==> src/core/ple_consts.svh <==
`ifndef PLE_CONSTS_SVH
`define PLE_CONSTS_SVH

// ----------------------------------------------------------------
// Register map (byte addresses)
// ----------------------------------------------------------------
`define PLE_SCAN_CNT_OFS   12'h000
`define PLE_EXT_STATE_OFS  12'h004
`define PLE_EQ_REGION      4'h1
`define PLE_EQ_W_SEL       2'h0
`define PLE_EQ_W_CTL       2'h1
`define PLE_EQ_W_DLY       2'h2
`define PLE_EQ_W_STAT      2'h3

// ----------------------------------------------------------------
// Field masks, status bit positions, reset values
// ----------------------------------------------------------------
`define PLE_SEL_MASK       32'h3f3f3f3f
`define PLE_CTL_MASK       32'h00003f7f
`define PLE_DLY_MASK       32'hffffffff
`define PLE_ST_UNL         0
`define PLE_ST_LAT         1
`define PLE_ST_LAT_INV     2
`define PLE_ST_GATE        3
`define PLE_ST_CNT_LSB     16
`define PLE_CFG_RST        96'h0
`define PLE_CNT_RST        16'h0000

`endif

==> src/core/ple_pkg.sv <==
package ple_pkg;

	// ------------------------------------------------------------
	// Gate operators
	// ------------------------------------------------------------
	typedef enum logic [1:0] {
		PLE_GATE_AND  = 2'b00,
		PLE_GATE_OR   = 2'b01,
		PLE_GATE_NAND = 2'b10,
		PLE_GATE_NOR  = 2'b11
	} ple_gate_t;

	// ------------------------------------------------------------
	// One equation's settings, three bus words, msb word first
	// ------------------------------------------------------------
	typedef struct packed {
		logic [15:0]      fall_delay_time;
		logic [15:0]      rise_delay_time;
		logic [17:0]      pad_hi;
		logic [5:0]       rst_sel;
		logic             pad_lo;
		logic             rst_inv;
		ple_gate_t        gate;
		logic [3:0]       inv;
		logic [3:0][7:0]  sel;
	} ple_cfg_t;

endpackage
==> src/core/ple_core.sv <==
// Functional notes
// - Each equation takes four inputs, each picked by a selector from the signal list.
// - Each of the four inputs has its own invert option ahead of the gate.
// - The gate result passes an on-delay for rising and an off-delay for falling edges.
// - Each equation drives an unlatched output and a latched output that holds once set.
// - The complement of the latched output is a further output.
// - The latch is cleared by a selectable reset signal that may be inverted.
// - When set and reset meet in one evaluation the reset wins.
// - Equations are evaluated from the first to the last and the scan repeats forever.
// - Every equation output can be selected as an input of any equation.
// - A lower equation feeding a higher one takes effect within the same scan.
// - A higher equation feeding a lower one takes effect one scan later.
`timescale 1ns/1ps
`include "ple_consts.svh"

module ple_core #(
	parameter int NUM_EQ  = 8,
	parameter int NUM_EXT = 16
) (
	input  wire logic                mclk,
	input  wire logic                arst_n,
	input  wire logic [11:0]         wb_adr_i,
	input  wire logic [31:0]         wb_dat_i,
	input  wire logic [3:0]          wb_sel_i,
	input  wire logic                wb_we_i,
	input  wire logic                wb_cyc_i,
	input  wire logic                wb_stb_i,
	output logic      [31:0]         wb_dat_o,
	output logic                     wb_ack_o,
	input  wire logic [NUM_EXT-1:0]  ext_in,
	output logic      [NUM_EQ-1:0]   logic_equation_unl,
	output logic      [NUM_EQ-1:0]   logic_equation_lat,
	output logic      [NUM_EQ-1:0]   logic_equation_lat_inv,
	output logic                     scan_done
);
	import ple_pkg::*;

	localparam int IW   = (NUM_EQ > 1) ? $clog2(NUM_EQ) : 1;
	localparam int SRCW = NUM_EXT + 3 * NUM_EQ;

	// Byte-lane views of the masks, so a lane never carries reserved bits
	localparam logic [31:0] SEL_MASK = `PLE_SEL_MASK;
	localparam logic [31:0] CTL_MASK = `PLE_CTL_MASK;

	// ------------------------------------------------------------
	// State
	// ------------------------------------------------------------
	logic [NUM_EXT-1:0]  ext_s1;
	logic [NUM_EXT-1:0]  ext_s2;
	logic [NUM_EXT-1:0]  ext_s3;
	logic [NUM_EXT-1:0]  ext_f;
	ple_cfg_t            cfg      [NUM_EQ];
	logic [15:0]         cnt      [NUM_EQ];
	logic [NUM_EQ-1:0]   gate_q;
	logic [IW-1:0]       ptr;
	logic [31:0]         scan_cnt;
	logic [SRCW-1:0]     src_all;
	logic [63:0]         src_pad;
	ple_cfg_t            cur;
	logic [3:0]          cond;
	logic                gate_res;
	logic                rst_cond;
	logic [15:0]         dly;
	logic                next_unl;
	logic                next_lat;
	logic [15:0]         next_cnt;
	logic                wb_req;
	logic                wb_wr_take;
	logic [IW-1:0]       bus_eq;
	logic                bus_eq_hit;
	logic [31:0]         next_rdata;

	// ------------------------------------------------------------
	// Pin inputs
	// ------------------------------------------------------------

	// Three stages; a level is taken once stages two and three agree
	always_ff @(posedge mclk or negedge arst_n) begin
		if (!arst_n) begin
			ext_s1 <= '0;
			ext_s2 <= '0;
			ext_s3 <= '0;
			ext_f  <= '0;
		end else begin
			ext_s1 <= ext_in;
			ext_s2 <= ext_s1;
			ext_s3 <= ext_s2;
			ext_f  <= (ext_s2 & ext_s3) | (ext_f & (ext_s2 ^ ext_s3));
		end
	end

	// ------------------------------------------------------------
	// Source list and gate of the equation under evaluation
	// ------------------------------------------------------------

	// Outputs are read straight from the output flops: an equation
	// already visited this scan shows its new value, a later one its
	// value from the previous scan
	assign src_all = {logic_equation_lat_inv, logic_equation_lat,
	                  logic_equation_unl, ext_f};
	assign src_pad = 64'(src_all);
	assign cur     = cfg[ptr];

	// Input selection and per-input inversion
	genvar k;
	generate
		for (k = 0; k < 4; k++) begin : g_in
			assign cond[k] = src_pad[cur.sel[k][5:0]] ^ cur.inv[k];
		end
	endgenerate

	// Operator over all four conditioned inputs
	always_comb begin
		unique case (cur.gate)
			PLE_GATE_AND:  gate_res = &cond;
			PLE_GATE_OR:   gate_res = |cond;
			PLE_GATE_NAND: gate_res = ~&cond;
			PLE_GATE_NOR:  gate_res = ~|cond;
		endcase
	end

	// Timer stage, then reset-dominant latch on the delayed result
	always_comb begin
		rst_cond = src_pad[cur.rst_sel] ^ cur.rst_inv;
		dly      = gate_res ? cur.rise_delay_time : cur.fall_delay_time;
		next_unl = logic_equation_unl[ptr];
		next_cnt = `PLE_CNT_RST;
		if (gate_res != logic_equation_unl[ptr]) begin
			if (cnt[ptr] >= dly) begin
				next_unl = gate_res;
			end else begin
				next_cnt = cnt[ptr] + 16'h0001;
			end
		end
		next_lat = rst_cond ? 1'b0 : (logic_equation_lat[ptr] | next_unl);
	end

	// ------------------------------------------------------------
	// Sequential scan, one equation per clock
	// ------------------------------------------------------------

	// Scan pointer and completed-scan count; never stops
	always_ff @(posedge mclk or negedge arst_n) begin
		if (!arst_n) begin
			ptr       <= '0;
			scan_cnt  <= '0;
			scan_done <= 1'b0;
		end else if (ptr == IW'(NUM_EQ - 1)) begin
			ptr       <= '0;
			scan_cnt  <= scan_cnt + 32'h1;
			scan_done <= 1'b1;
		end else begin
			ptr       <= ptr + IW'(1);
			scan_done <= 1'b0;
		end
	end

	// Equation outputs and timers; only the visited entry changes
	always_ff @(posedge mclk or negedge arst_n) begin
		if (!arst_n) begin
			logic_equation_unl     <= '0;
			logic_equation_lat     <= '0;
			logic_equation_lat_inv <= '1;
			gate_q                 <= '0;
			for (int i = 0; i < NUM_EQ; i++) begin
				cnt[i] <= `PLE_CNT_RST;
			end
		end else begin
			logic_equation_unl[ptr]     <= next_unl;
			logic_equation_lat[ptr]     <= next_lat;
			logic_equation_lat_inv[ptr] <= ~next_lat;
			gate_q[ptr]                 <= gate_res;
			cnt[ptr]                    <= next_cnt;
		end
	end

	// ------------------------------------------------------------
	// Wishbone slave, answers one clock after the request
	// ------------------------------------------------------------
	assign wb_req     = wb_cyc_i & wb_stb_i & ~wb_ack_o;
	assign wb_wr_take = wb_cyc_i & wb_stb_i & wb_we_i & wb_ack_o; // Master still holds data here
	assign bus_eq     = wb_adr_i[IW+3:4];
	assign bus_eq_hit = (wb_adr_i[11:8] == `PLE_EQ_REGION) &&
	                    ({28'h0, wb_adr_i[7:4]} < NUM_EQ);

	// Read mux; unmapped addresses read zero
	always_comb begin
		next_rdata = 32'h0;
		if (bus_eq_hit) begin
			unique case (wb_adr_i[3:2])
				`PLE_EQ_W_SEL: next_rdata = cfg[bus_eq][31:0] & `PLE_SEL_MASK;
				`PLE_EQ_W_CTL: next_rdata = cfg[bus_eq][63:32] & `PLE_CTL_MASK;
				`PLE_EQ_W_DLY: next_rdata = cfg[bus_eq][95:64] & `PLE_DLY_MASK;
				`PLE_EQ_W_STAT: begin
					next_rdata[`PLE_ST_UNL]     = logic_equation_unl[bus_eq];
					next_rdata[`PLE_ST_LAT]     = logic_equation_lat[bus_eq];
					next_rdata[`PLE_ST_LAT_INV] = logic_equation_lat_inv[bus_eq];
					next_rdata[`PLE_ST_GATE]    = gate_q[bus_eq];
					next_rdata[31:`PLE_ST_CNT_LSB] = cnt[bus_eq];
				end
			endcase
		end else if (wb_adr_i == `PLE_SCAN_CNT_OFS) begin
			next_rdata = scan_cnt;
		end else if (wb_adr_i == `PLE_EXT_STATE_OFS) begin
			next_rdata = 32'(ext_f);
		end
	end

	// Ack and read data
	always_ff @(posedge mclk or negedge arst_n) begin
		if (!arst_n) begin
			wb_ack_o <= 1'b0;
			wb_dat_o <= 32'h0;
		end else begin
			wb_ack_o <= wb_req;
			if (wb_req && !wb_we_i) begin
				wb_dat_o <= next_rdata;
			end
		end
	end

	// Settings writes land at the edge that samples ack, with byte lanes;
	// reserved bits stored as zero
	always_ff @(posedge mclk or negedge arst_n) begin
		if (!arst_n) begin
			for (int i = 0; i < NUM_EQ; i++) begin
				cfg[i] <= `PLE_CFG_RST;
			end
		end else if (wb_wr_take && bus_eq_hit &&
		             wb_adr_i[3:2] != `PLE_EQ_W_STAT) begin
			for (int b = 0; b < 4; b++) begin
				if (wb_sel_i[b]) begin
					unique case (wb_adr_i[3:2])
						`PLE_EQ_W_SEL: cfg[bus_eq][b*8 +: 8] <=
							wb_dat_i[b*8 +: 8] & SEL_MASK[b*8 +: 8];
						`PLE_EQ_W_CTL: cfg[bus_eq][32 + b*8 +: 8] <=
							wb_dat_i[b*8 +: 8] & CTL_MASK[b*8 +: 8];
						default: cfg[bus_eq][64 + b*8 +: 8] <= wb_dat_i[b*8 +: 8];
					endcase
				end
			end
		end
	end

	logic [IW-1:0] ptr_q;
	always_ff @(posedge mclk or negedge arst_n) begin
		if (!arst_n) begin
			ptr_q <= '0;
		end else begin
			ptr_q <= ptr;
		end
	end
endmodule // ple_core

==> config.mk <==
export PLATFORM = sky130hd
export DESIGN_NAME = ple_core
export DESIGN_NICKNAME = d
export VERILOG_FILES = /design/src/core/ple_pkg.sv /design/src/core/ple_core.sv
export VERILOG_INCLUDE_DIRS = /design/src /design/src/core
export SDC_FILE = /design/constraint.sdc
export NUM_CORES = 2
export LEC_CHECK = 0
export BUFFER_PORTS_ARGS = -buffer_cell sky130_fd_sc_hd__buf_2
export CORE_UTILIZATION = 36
export CTS_CLUSTER_SIZE = 16
export DETAILED_ROUTE_END_ITERATION = 10
export PLACE_DENSITY = 0.62
export SLEW_MARGIN = 30
export SYNTH_ARGS = -nofsm -noshare
export SYNTH_HDL_FRONTEND = slang
export SYNTH_SLANG_ARGS = --single-unit
==> constraint.sdc <==
create_clock -name mclk -period 10.95 [get_ports mclk]
set_input_delay 1.095 -clock mclk [delete_from_list [all_inputs] [get_ports mclk]]
set_output_delay 1.095 -clock mclk [all_outputs]
set_load 0.005 [all_outputs]
==> impl_metrics.json <==
{
  "status": "complete, no violations",
  "p_leak_nw": 22.20,
  "synthToLayoutAreaGrowth_pct": 11.40,
  "hpwlAfterDp_microns": 113500,
  "end_kind": "register",
  "finalCritPeriodShare_pct": 83.15,
  "fmax_mhz": 109.8,
  "slowest_stage": "dfrtp_4",
  "ys_ff_latch": 845,
  "switchingPower_mw": 1.681,
  "synth_top_area_share_pct": 45.01,
  "num-fill-cells": 12180,
  "drt_wl_total_microns": 182000,
  "maxSlewViolCount": 0,
  "antenna_found_initial": 11,
  "slew_headroom_pct": 25.29,
  "grt_overflow": 0,
  "switching_share_pct": 24.37,
  "max_slew.worst_pin.slew_ns": 1.116,
  "grt_pass1_wl_microns": 265500,
  "clkLatencyLatePin_ns": 0.69,
  "finalNonFillerCells": 5943,
  "final_util_pct": 40.55,
  "syn_area_sq_mm": 0.04654,
  "grt_pass1_vias": 37980,
  "clock_sinks": 845,
  "power_frac_seq_pct": 46.8,
  "ctsRootBufferMaster": "clkbuf_16",
  "placed_cell_area_sq_mm": 0.04852,
  "wl_per_cell_microns": 30.63,
  "synth_cell_types": 92,
  "seq_area_frac_synth_pct": 45.46,
  "cts_resized": 0,
  "synth_flop_cell": "dfrtp_1",
  "powerDensity_mw_per_mm2": 133.0,
  "post_cts_buffers": 0,
  "die_w_microns": 361.5,
  "max_stage_delay_ns": 1.01,
  "crit_top_cell": "a21o_1",
  "pwr-share-clk_pct": 47.7,
  "vias_per_cell": 6.696,
  "crit_buf_inv": 2,
  "ant_nets": 0,
  "arrival_ns": 9.70,
  "critPathRequiredTime_ns": 11.55,
  "clockBufferDepth": 3,
  "rows": 131,
  "initial_utilization_pct": 36.40,
  "dr.pass1.iters": 7,
  "io_pins": 127,
  "grtUsageTotal_pct": 27.07,
  "cp_top_family": "compound AO/OA/AOI/OAI gates",
  "final.setup_skew_ns": 0.02798,
  "fin_crit_ns": 9.105,
  "rsz0062_at_grt": "false",
  "synth_area_per_cell_sq_um": 10.88,
  "fin_nets": 4305,
  "die_h_microns": 361.5,
  "cts_tree": "done",
  "synth_top_family_by_area": "multiplexers",
  "dieArea_sq_mm": 0.1307,
  "synth_common_cells": "dfrtp_1, mux2_2, a22oi_1",
  "max_cap_viol_count": 0,
  "path_clk_slew_ns": 0.06,
  "yosysTopAreaCell": "dfrtp_1",
  "crit_path_max_fanout": 70,
  "synthAdderAreaFrac_pct": 0.9679,
  "muxShareOfSynthArea_pct": 19.69,
  "synth_edf_count": 0,
  "drt_iter0_markers": 5522,
  "tns_ns": 0,
  "internal-power_mw": 5.216,
  "synthXorXnorAreaFrac_pct": 0.9383,
  "start_kind": "register",
  "setup_viol": 0,
  "min_path_type": "in2async",
  "stdcell_area_sq_mm": 0.05185,
  "irDropWorstVdd_mv": 0.1111,
  "pwr-share-comb_pct": 5.5,
  "synth_area_leaders": "dfrtp_1, mux2_2, a22oi_1, nand2_1, mux4_2",
  "async_reset_ff_share_pct": 100.0,
  "vias": 39790,
  "syn_inst": 4276,
  "place_inst": 5764,
  "postCtsHoldBufs": 0,
  "synth_nets": 4381,
  "final-hold-violation-count": 0,
  "htree_levels": 3,
  "synth.most_common_cell": "dfrtp_1",
  "criticalPathCategory": "reg2reg",
  "synth_compound_area_share_pct": 16.82,
  "gp_congestion": 0.9638,
  "synth-simple-area-share_pct": 12.25,
  "coreArea_sq_mm": 0.1278,
  "cts_buffers": 92,
  "ys.warnings.count": 0,
  "final_layout_size_suffix_gt1_share_pct": 25.70,
  "io_buffers": 126,
  "drc_errors": 0,
  "grt_start_max_net_pins": 184
}
## kinds of logic (layout without fill, tap and decap cells)
| logic type | count (synthesis) | after routing |
|---|---|---|
| AOI/OAI and AO/OA | 1046 | 1046 |
| xor gates and xnor gates | 49 | 49 |
| DFF | 845 | 845 |
| other | 0 | 4 |
| and+or+nand+nor | 1124 | 1124 |
| adders and majority gates | 36 | 36 |
| muxes | 771 | 771 |
| buffers and inverters | 405 | 406 |
## power by group through the flow
stage               registers [mW]  logic [mW]  clock network (mW)
CTS                           3.22       0.370                3.32
floorplan                     3.26       0.154                   0
global route                  3.23       0.407                3.44
finish                        3.23       0.381                3.29
global placement              3.28       0.366                   0
detailed placement            3.28       0.369                   0
## sequential cells by signal, summed over array words and instances (netlist names), 8 cells and up
name / flops
logic_equation_unl: 8
cfg: 552
ext_f: 16
gate_q: 8
ext_s1: 16
ext_s2: 16
wb_dat_o: 32
cnt: 128
logic_equation_lat_inv: 8
logic_equation_lat: 8
ext_s3: 16
scan_cnt: 32
## routing by layer
metal	GRT usage (%)	share of wire (%)	vias up
met3	7.345	12	570
met2	39.95	43	2732
li1	-	-	16380
met5	0	0.025	-
met1	36.14	39	20100
met4	14.14	5.6	6
## final timing paths
kind	start	to	slack [ns]	cells past startpoint
setup / recovery	ptr[2]	cnt[60]	1.85	25
hold / removal	arst_n	cfg[274]	0.32	1
setup reg to reg	ptr[2]	cnt[60]	1.85	25
hold reg to reg	ext_s1[2]	ext_s2[2]	0.35	0
max in group asynchronous	arst_n	scan_cnt[5]	8.19	5
min in group mclk	ext_s1[2]	ext_s2[2]	0.35	0
## worst register-to-register path, cell delays in order (launching register included)
cell	delay, ns
dfrtp_4	1.01
nor2_2	0.39
a221oi_4	0.70
mux4_2	0.60
mux2_2	0.28
mux4_2	0.46
a21oi_2	0.26
xor2_2	0.28
nor2_2	0.11
a211o_4	0.58
nor2_4	0.23
buf_4	0.59
mux2i_1	0.31
ha_1	0.26
a21o_1	0.16
a21o_1	0.17
a21o_1	0.17
a21o_1	0.16
a21o_1	0.17
a21o_1	0.17
a21o_1	0.18
a21o_1	0.23
a21o_4	0.41
buf_4	0.50
or3_1	0.46
o211ai_1	0.18
## layout make-up
cell class,instances,area [sq um],area share (%)
Multi-Input combinational cell,3026,23840,45.99
Sequential cell,845,21170,40.83
Clock buffer,141,2759,5.321
Tap cell,1662,2079,4.011
Timing Repair Buffer,218,1510,2.913
Clock inverter,30,415.4,0.8012
Inverter,17,63.81,0.1231
Antenna cell,4,10.01,0.01931
## stage by stage
stage | hold WS (ns) | power (mW) | worst slack (ns)
after detailed placement | 0.3347 | 3.648 | 2.044
final | 0.3204 | 6.897 | 1.845
after floorplan | 0.3312 | 3.410 | 3.681
after global placement | 0.3353 | 3.645 | 2.195
after CTS | 0.3477 | 6.913 | 2.016
after global routing | 0.3312 | 7.074 | 1.500
## placed cells by master (no fill, tap or decap), types with 32 or more instances in the layout
master | Yosys | final
a221oi_1 | 75 | 75
nor2_1 | 194 | 190
nand4_1 | 173 | 173
or3_1 | 76 | 75
clkbuf_16 | 0 | 94
o21ai_0 | 34 | 32
a21oi_1 | 79 | 78
ha_1 | 36 | 36
dfrtp_1 | 837 | 834
nand3_1 | 130 | 129
o211ai_1 | 154 | 154
o22ai_1 | 77 | 77
mux2_2 | 584 | 584
mux2i_1 | 123 | 123
buf_2 | 24 | 125
or4_1 | 60 | 60
a22o_1 | 59 | 59
mux4_2 | 55 | 55
nand2_1 | 333 | 333
a31oi_1 | 43 | 40
buf_4 | 16 | 76
a22oi_1 | 361 | 361
(Power assumes the default switching activity.)
